$ cat src/sepr_regs.svh
`ifndef SEPR_REGS_SVH
`define SEPR_REGS_SVH
// Overview of operation
// - erase-all sets every array bit to one
// - erase-all starts on last address edge, self-timed
// - erase-all busy shown after select low 250ns
// - programming disabled after power-up
// - enable holds until disable or power loss
// - master should disable after programming
// - reads work whether enabled or disabled
// - read gives dummy zero then sixteen bits
// - read output bit changes each rising edge
// - held select continues read to next word
// - write shifts sixteen data bits after address
// - write self-times erase then program of word
// - write busy low, ready high after select
// - ready one when done, zero while programming
// - write-all programs every word with data
// - write-all starts on last data edge
// - write-all erases first, needs enable
// - write-all busy shown after select low 250ns
// - start bit: first edge with select, data high
// - select low resets control, cycle still completes
// - output released on select fall, else read/status
// - start, two-bit opcode, six address bits

// ----------------------------------------
// instruction coding
// ----------------------------------------
`define SEPR_OP_EXT        2'h0
`define SEPR_OP_WRITE      2'h1
`define SEPR_OP_READ       2'h2
`define SEPR_OP_ERASE      2'h3
`define SEPR_EXT_DISABLE   2'h0
`define SEPR_EXT_WRALL     2'h1
`define SEPR_EXT_ERALL     2'h2
`define SEPR_EXT_ENABLE    2'h3
`define SEPR_HDR_BITS      9
`define SEPR_DATA_BITS     16
`define SEPR_ERASED_WORD   16'hFFFF

// ----------------------------------------
// timing
// ----------------------------------------
`define SEPR_CLK_NS        10
`define SEPR_CSL_NS        250
`define SEPR_CSL_CYC       ((`SEPR_CSL_NS + `SEPR_CLK_NS - 1) / `SEPR_CLK_NS)
`define SEPR_PROG_US       2
`define SEPR_PROG_CYC      ((`SEPR_PROG_US * 1000) / `SEPR_CLK_NS)
`define SEPR_SCLK_DIV      6
`endif

$ cat src/sepr_pkg.sv
package sepr_pkg;
    typedef enum logic [2:0] {
        SEPR_IDLE  = 3'b000,
        SEPR_HDR   = 3'b001,
        SEPR_DATA  = 3'b011,
        SEPR_READ  = 3'b010,
        SEPR_DONE  = 3'b110
    } sepr_dev_e;
    typedef enum logic [2:0] {
        SEPR_M_IDLE = 3'b000,
        SEPR_M_SHFT = 3'b001,
        SEPR_M_GAP  = 3'b011,
        SEPR_M_POLL = 3'b010,
        SEPR_M_END  = 3'b110
    } sepr_mst_e;
endpackage

$ cat src/sepr_if.sv
`timescale 1ns/1ps
interface sepr_if;
    logic chip_sel;
    logic sclk;
    logic serial_in;
    logic serial_out;
    logic serial_out_oe_n;
    modport dev (input chip_sel, input sclk, input serial_in, output serial_out, output serial_out_oe_n);
    modport mst (input serial_out, input serial_out_oe_n, output chip_sel, output sclk, output serial_in);
endinterface

$ cat src/sepr_mst.sv
`timescale 1ns/1ps
`include "sepr_regs.svh"
module sepr_mst
    import sepr_pkg::*;
#(
    parameter int DIV = `SEPR_SCLK_DIV
) (
    input  wire logic        sys_clk,
    input  wire logic        sys_rst,
    sepr_if.mst              lnk,
    input  wire logic        cmd_valid,
    output logic             cmd_ready,
    input  wire logic [1:0]  cmd_op,
    input  wire logic [5:0]  cmd_addr,
    input  wire logic [15:0] cmd_wdata,
    input  wire logic [5:0]  cmd_rwords,
    output logic             rd_valid,
    input  wire logic        rd_ready,
    output logic [15:0]      rd_data,
    output logic             done
);
    // ----------------------------------------
    // framing and clock generation
    // ----------------------------------------
    sepr_mst_e   st_r, st_nxt;
    logic [40:0] sh_r, sh_nxt;
    logic [9:0]  bits_r, bits_nxt;
    logic [7:0]  dv_r, dv_nxt;
    logic        cs_r, cs_nxt, ck_r, ck_nxt, poll_r, poll_nxt;
    logic [15:0] rs_r, rs_nxt;
    logic [4:0]  rc_r, rc_nxt;
    logic        rd_r, rd_nxt;
    logic [2:0]  so_s_r;
    logic        so_q_r;
    logic [2:0]  oe_s_r;
    logic        oe_q_r;
    logic        rdop_r, rdop_nxt;   // command taken is a read
    logic [5:0]  nw_r, nw_nxt;       // words to read, held for the frame
    // two-entry read buffer
    logic [15:0] bf_r [2];
    logic [1:0]  bn_r;
    logic        bw_r, brd_r;
    wire         push = rd_r;
    wire         pop  = rd_valid & rd_ready;

    always_ff @(posedge sys_clk) begin
        if (sys_rst) begin
            so_s_r <= 3'h0;
            so_q_r <= 1'b0;
            oe_s_r <= 3'h7;
            oe_q_r <= 1'b1;
        end else begin
            so_s_r <= {so_s_r[1:0], lnk.serial_out};
            if (so_s_r[1] == so_s_r[2]) so_q_r <= so_s_r[2];
            oe_s_r <= {oe_s_r[1:0], lnk.serial_out_oe_n};
            if (oe_s_r[1] == oe_s_r[2]) oe_q_r <= oe_s_r[2];
        end
    end

    // next-state logic
    always_comb begin
        st_nxt = st_r; sh_nxt = sh_r; bits_nxt = bits_r; dv_nxt = dv_r;
        cs_nxt = cs_r; ck_nxt = ck_r; poll_nxt = poll_r;
        rs_nxt = rs_r; rc_nxt = rc_r; rd_nxt = 1'b0;
        rdop_nxt = rdop_r;
        nw_nxt = nw_r;
        case (st_r)
            SEPR_M_IDLE: if (cmd_valid && cmd_ready) begin
                st_nxt = SEPR_M_SHFT;
                rdop_nxt = (cmd_op == `SEPR_OP_READ);
                nw_nxt = cmd_rwords;
                cs_nxt = 1'b1;
                dv_nxt = 8'h0;
                rc_nxt = 5'h0;
                sh_nxt = {1'b1, cmd_op, cmd_addr, cmd_wdata, 16'h0};
                poll_nxt = (cmd_op != `SEPR_OP_READ) && !(cmd_op == `SEPR_OP_EXT && cmd_addr[5] == cmd_addr[4]);
                if (cmd_op == `SEPR_OP_READ) bits_nxt = 10'(`SEPR_HDR_BITS + 1 + 16 * cmd_rwords);
                else if (cmd_op == `SEPR_OP_WRITE || (cmd_op == `SEPR_OP_EXT && cmd_addr[5:4] == `SEPR_EXT_WRALL))
                    bits_nxt = 10'(`SEPR_HDR_BITS + `SEPR_DATA_BITS);
                else bits_nxt = 10'(`SEPR_HDR_BITS);
            end
            SEPR_M_SHFT: if (rd_valid && bn_r == 2'h2) begin
                dv_nxt = dv_r;                                    // stall while buffer full
            end else begin
                dv_nxt = dv_r + 8'h1;
                if (dv_r == 8'(DIV - 1)) begin
                    dv_nxt = 8'h0;
                    ck_nxt = ~ck_r;
                    if (!ck_r) begin
                        bits_nxt = bits_r - 10'h1;
                    end else begin
                        sh_nxt = {sh_r[39:0], 1'b0};
                        if (bits_r == 10'h0) begin
                            st_nxt = SEPR_M_GAP;
                            cs_nxt = 1'b0;
                            ck_nxt = 1'b0;
                        end
                    end
                    if (!ck_r && rdop_r && bits_r <= 10'(16 * nw_r) && bits_r != 10'h0) begin
                        rs_nxt = {rs_r[14:0], so_q_r};
                        rc_nxt = rc_r + 5'h1;
                        if (rc_r == 5'hF) begin
                            rc_nxt = 5'h0;
                            rd_nxt = 1'b1;
                        end
                    end
                end
            end
            SEPR_M_GAP: begin
                dv_nxt = dv_r + 8'h1;
                if (dv_r == 8'(`SEPR_CSL_CYC + 4)) begin
                    dv_nxt = 8'h0;
                    if (poll_r) begin
                        cs_nxt = 1'b1;
                        st_nxt = SEPR_M_POLL;
                    end else st_nxt = SEPR_M_END;
                end
            end
            SEPR_M_POLL: begin
                dv_nxt = (dv_r == 8'hFF) ? dv_r : dv_r + 8'h1;
                // a released output reads as ready, so a refused program never hangs
                if (dv_r > 8'hC && (so_q_r || oe_q_r)) begin
                    cs_nxt = 1'b0;
                    st_nxt = SEPR_M_END;
                    dv_nxt = 8'h0;
                end
            end
            SEPR_M_END: begin
                dv_nxt = dv_r + 8'h1;
                if (dv_r == 8'(`SEPR_CSL_CYC + 4)) st_nxt = SEPR_M_IDLE;
            end
            default: st_nxt = SEPR_M_IDLE;
        endcase
    end

    always_ff @(posedge sys_clk) begin
        if (sys_rst) begin
            st_r <= SEPR_M_IDLE; sh_r <= '0; bits_r <= '0; dv_r <= '0;
            cs_r <= 1'b0; ck_r <= 1'b0; poll_r <= 1'b0;
            rs_r <= '0; rc_r <= '0; rd_r <= 1'b0;
            rdop_r <= 1'b0;
            nw_r <= '0;
        end else begin
            st_r <= st_nxt; sh_r <= sh_nxt; bits_r <= bits_nxt; dv_r <= dv_nxt;
            cs_r <= cs_nxt; ck_r <= ck_nxt; poll_r <= poll_nxt;
            rs_r <= rs_nxt; rc_r <= rc_nxt; rd_r <= rd_nxt;
            rdop_r <= rdop_nxt;
            nw_r <= nw_nxt;
        end
    end

    // read buffer: push a word, pop to user
    always_ff @(posedge sys_clk) begin
        if (sys_rst) begin
            bn_r <= 2'h0; bw_r <= 1'b0; brd_r <= 1'b0;
            bf_r[0] <= '0; bf_r[1] <= '0;
        end else begin
            if (push) begin
                bf_r[bw_r] <= rs_nxt;
                bw_r <= ~bw_r;
            end
            if (pop) brd_r <= ~brd_r;
            bn_r <= bn_r + 2'(push) - 2'(pop);
        end
    end
    always_ff @(posedge sys_clk) begin
        if (sys_rst) begin
            rd_valid <= 1'b0; rd_data <= '0; cmd_ready <= 1'b0; done <= 1'b0;
        end else begin
            rd_valid  <= (bn_r + 2'(push) - 2'(pop)) != 2'h0;
            rd_data   <= (bn_r - 2'(pop) == 2'h0 && push) ? rs_nxt : bf_r[brd_r ^ pop];
            cmd_ready <= (st_nxt == SEPR_M_IDLE) && !(st_r == SEPR_M_IDLE && cmd_valid && cmd_ready);
            done      <= (st_r == SEPR_M_END) && (st_nxt == SEPR_M_IDLE);
        end
    end

    assign lnk.chip_sel  = cs_r;
    assign lnk.sclk      = ck_r;
    assign lnk.serial_in = sh_r[40];
endmodule

$ cat src/flat_wrapper.sv
// flat-port wrapper written by rule: the top's interface ports become plain ports
module sepr_mst_flat import sepr_pkg::*;
#(
    parameter int DIV = `SEPR_SCLK_DIV
)
  (sys_clk, sys_rst, cmd_valid, cmd_ready, cmd_op, cmd_addr, cmd_wdata, cmd_rwords, rd_valid, rd_ready, rd_data, done, lnk_serial_out, lnk_serial_out_oe_n, lnk_chip_sel, lnk_sclk, lnk_serial_in);
  sepr_if lnk_i ();
  input  wire logic sys_clk;
  input  wire logic sys_rst;
  input  wire logic cmd_valid;
  output logic cmd_ready;
  input  wire logic [1:0] cmd_op;
  input  wire logic [5:0] cmd_addr;
  input  wire logic [15:0] cmd_wdata;
  input  wire logic [5:0] cmd_rwords;
  output logic rd_valid;
  input  wire logic rd_ready;
  output logic [15:0] rd_data;
  output logic done;
  input wire logic [$bits(lnk_i.serial_out)-1:0] lnk_serial_out;
  input wire logic [$bits(lnk_i.serial_out_oe_n)-1:0] lnk_serial_out_oe_n;
  output wire logic [$bits(lnk_i.chip_sel)-1:0] lnk_chip_sel;
  output wire logic [$bits(lnk_i.sclk)-1:0] lnk_sclk;
  output wire logic [$bits(lnk_i.serial_in)-1:0] lnk_serial_in;
  assign lnk_i.serial_out = lnk_serial_out;
  assign lnk_i.serial_out_oe_n = lnk_serial_out_oe_n;
  assign lnk_chip_sel = lnk_i.chip_sel;
  assign lnk_sclk = lnk_i.sclk;
  assign lnk_serial_in = lnk_i.serial_in;
  sepr_mst #(.DIV(DIV)) u_core (.sys_clk(sys_clk), .sys_rst(sys_rst), .lnk(lnk_i), .cmd_valid(cmd_valid), .cmd_ready(cmd_ready), .cmd_op(cmd_op), .cmd_addr(cmd_addr), .cmd_wdata(cmd_wdata), .cmd_rwords(cmd_rwords), .rd_valid(rd_valid), .rd_ready(rd_ready), .rd_data(rd_data), .done(done));
endmodule
$ cat config.mk
export PLATFORM = sky130hd
export DESIGN_NAME = sepr_mst_flat
export DESIGN_NICKNAME = d
export VERILOG_FILES = /design/src/sepr_pkg.sv /design/src/sepr_if.sv /design/src/sepr_mst.sv /design/src/flat_wrapper.sv
export VERILOG_INCLUDE_DIRS = /design/src
export SDC_FILE = /design/constraint.sdc
export NUM_CORES = 1
export LEC_CHECK = 0
export BUFFER_PORTS_ARGS = -buffer_cell sky130_fd_sc_hd__buf_2
export CORE_UTILIZATION = 50
export CTS_CLUSTER_DIAMETER = 150
export CTS_CLUSTER_SIZE = 25
export DETAILED_ROUTE_END_ITERATION = 12
export GPL_TIMING_DRIVEN = 0
export PLACE_DENSITY = 0.77
export SYNTH_ARGS = -nofsm -noshare
export SYNTH_HDL_FRONTEND = slang
export SYNTH_SLANG_ARGS = --single-unit
$ cat constraint.sdc
create_clock -name sys_clk -period 6.8 [get_ports sys_clk]
set_clock_uncertainty 0.05 [all_clocks]
set_input_delay 1.36 -clock sys_clk [delete_from_list [all_inputs] [get_ports sys_clk]]
set_output_delay 1.36 -clock sys_clk [all_outputs]
set_load 0.01 [all_outputs]
==> flow_summary.toml <==
[status]
status = "finished clean"

[sta]
relSlewSlack_pct = 17.1
fin_ws_ps = 3090
clock.fmax_mhz = 270
fin_crit_ps = 3710
final_hold_viol_count = 0
tightest_slew_ps = 1230
maxSlewViolCount = 0
fin_tns_setup_ps = 0
min_period_over_period_pct = 54.5
setup_viol = 0
rsz0062_at_grt = "false"

[yosys]
yosys_warnings = 0
synth_cells = 662
synth_area_per_cell_um2 = 9.22
postSynthNetCount = 712
ys.flop_type = "dfxtp_1"
synthDistinctLibCells = 55
synth_top_area_share_pct = 35.8
synth-seq-cells = 141
netlist_area_mm2 = 0.00610
yosysTopAreaCell = "dfxtp_1"
synthArstFlopShare_pct = 0
ys_seq_area_share_pct = 51.5
synth_edf_count = 32
synth_top_cells_by_area = "dfxtp_1 36%, edfxtp_1 16%, nor2_1 7.1%"

[drt]
ant_nets = 0
route.detailed.drc = 0
wl_per_cell_um = 16.1
via_count = 5104
drtIter0Drc = 480
vias_per_cell = 5.72
dr.pass1.iters = 6
wirelength_um = 14400

[layout]
syn_to_final_growth_pct = 17.0
diodes = 0
regArea_mm2 = 0.00314
layout_common_cells = "115 x nor2_1, 109 x dfxtp_1, 90 x nand2_1"
final_common_cell = "nor2_1"
final_nets = 787
fillers = 962
multi_input_area_mm2 = 0.00271
fin_util_pct = 61.2
drive_above_1_share_pct = 12.8

[global_routing]
grt_overflow = 0
grt_pass1_wl_um = 23700
grt_pass1_vias = 4907
grt_usage_pct = 24.2
grt_max_degree = 17
antenna_found_initial = 0

[cts]
cts_buffers = 17
htree_levels = 4
cts_buffer_depth = 2
cts.clk_slew.worst_paths_ps = 50
post_cts_resized = 0
cts_root_buf = "clkbuf_16"
postCtsHoldBufs = 0
insertion_delay_ps = 420
clock-sinks = 141
cts_tree = "yes"
cts_setup_buffers = 0

[worst_setup_path]
ff2ff_path_depth = 9
worstReg2RegEnd = "u_core.bf_r[0][7]$_SDFFCE_PN0P_"
end_kind = "flop"
r2r-start = "u_core.nw_r[4]$_SDFFE_PP0P_"
path_class = "in -> reg"
rrSetupSlack_ps = 3670
critPathRequiredTime_ps = 6730
crit_fanout = 16
crit_arrival_ps = 3640
startpoint_type = "input pin"

[floorplanning]
io_pins = 58
die_h_um = 112
core_area_mm2 = 0.0117
rows = 39
start_util_pct = 52.3
die_x_um = 112
dieArea_mm2 = 0.0127

[place]
pre_cts_ws_ps = 2690
dpl.hpwl_um = 9830
portBuffers = 56
gp_congestion = 0.922

[pwr]
switching_share_pct = 24.8
p_int_uw = 1580
seqPwrFrac_pct = 44.5
clock_power_share_pct = 42.7
pwr-share-comb_pct = 12.8
cellPowerDensity_mw_per_mm2 = 294
peakVddDrop_mv = 0.161
p_leak_uw = 0.00261
switching_power_uw = 520

[flow_run]
maxCapViolations = 0

[hold_path]
holdPathStages = 1
min_from = "u_core.oe_s_r[0]$_SDFF_PP1_"
min_delay_worst_endpoint = "u_core.oe_s_r[1]$_SDFF_PP1_"
min_path_type = "reg -> reg"
## per-layer routing
layer | global-route usage (%) | part of all wire [%] | vias to the layer above | wire length [um]
li1 | - | - | 2467 | -
met2 | 38.9 | 48 | 181 | 6900
met4 | 9.51 | 1.6 | 0 | 235
met1 | 31.0 | 44 | 2433 | 6340
met5 | 0 | 0 | - | 0
met3 | 6.64 | 6.3 | 23 | 913
## power by group through the flow
stage,logic [uW],registers (uW),clock network [uW]
floorplan,173,955,0
global placement,257,948,0
detailed placement,263,950,0
CTS,266,933,901
global route,297,938,941
finish,267,933,896
## stage by stage
stage / hold slack (ps) / std cells / instance area, um2 / power, uW
after detailed placement: 365 / 861 / 6560 / 1210
final: 365 / 892 / 7140 / 2100
after floorplan: 339 / 662 / 6100 / 1130
after global placement: 352 / 861 / 6560 / 1200
after global routing: 387 / 892 / 7140 / 2180
after CTS: 366 / 892 / 7140 / 2100
## how the worst max path moves through the flow
stage / startpoint / endpoint / slack (ps) / cells after the start
floorplan: sys_rst / u_core.bf_r[1][0]$_SDFFCE_PN0P_ / 3710 / 5
global route: sys_rst / u_core.bf_r[1][9]$_SDFFCE_PN0P_ / 2930 / 5
global placement: sys_rst / u_core.bf_r[1][1]$_SDFFCE_PN0P_ / 2700 / 5
CTS: sys_rst / u_core.bf_r[1][9]$_SDFFCE_PN0P_ / 3130 / 5
detailed placement: sys_rst / u_core.bf_r[1][1]$_SDFFCE_PN0P_ / 2690 / 5
finish: sys_rst / u_core.bf_r[1][9]$_SDFFCE_PN0P_ / 3090 / 5
## logic make-up (layout without fill, tap and decap cells)
family	Yosys count	count (layout)	share of synthesized area (%)
adder cells (fa/ha/maj)	14	14	2.87
multiplexers	18	18	2.95
buffers and inverters	62	149	4.06
XOR/XNOR	15	15	2.15
flip-flops	141	141	51.5
AND/OR/NAND/NOR	288	288	21.8
AO/OA/AOI/OAI	124	124	14.6
## state kept, by name, summed over array words and instances (netlist names), 2 cells and up
register        cells
u_core.bf_r        32
u_core.bits_r      10
u_core.bn_r         2
u_core.dv_r         8
u_core.nw_r         6
u_core.oe_s_r       3
u_core.rc_r         5
u_core.rd_data     16
u_core.rs_r        16
u_core.sh_r        25
u_core.so_s_r       3
u_core.st_r         3
## synth_stat cells, types with 5 or more instances
cell type,n
a311oi_1,23
nor2b_1,21
nand2_1,90
nor2_1,115
mux2i_1,18
o21ai_0,15
a21oi_1,23
clkbuf_1,37
nor3_1,13
xnor2_1,11
nor4_1,5
dfxtp_1,109
ha_1,14
inv_1,20
a22oi_1,5
edfxtp_1,32
a211oi_1,34
nand3_1,10
## critical path, stage by stage
cell,delay (ps)
clkbuf_1,340
clkinv_1,450
nand3_1,430
clkbuf_1,460
nand2_1,600
## final cells by class
| cell class | instances | share of cell area, % |
|---|---|---|
| Clock inverter | 4 | 0.736 |
| Clock buffer | 27 | 7.34 |
| Timing Repair Buffer | 56 | 3.93 |
| Buffer | 41 | 2.37 |
| Tap cell | 143 | 2.51 |
| Multi-Input combinational cell | 459 | 38.0 |
| Sequential cell | 141 | 44.0 |
| Inverter | 21 | 1.10 |
Power figures use the tool's default switching activity.
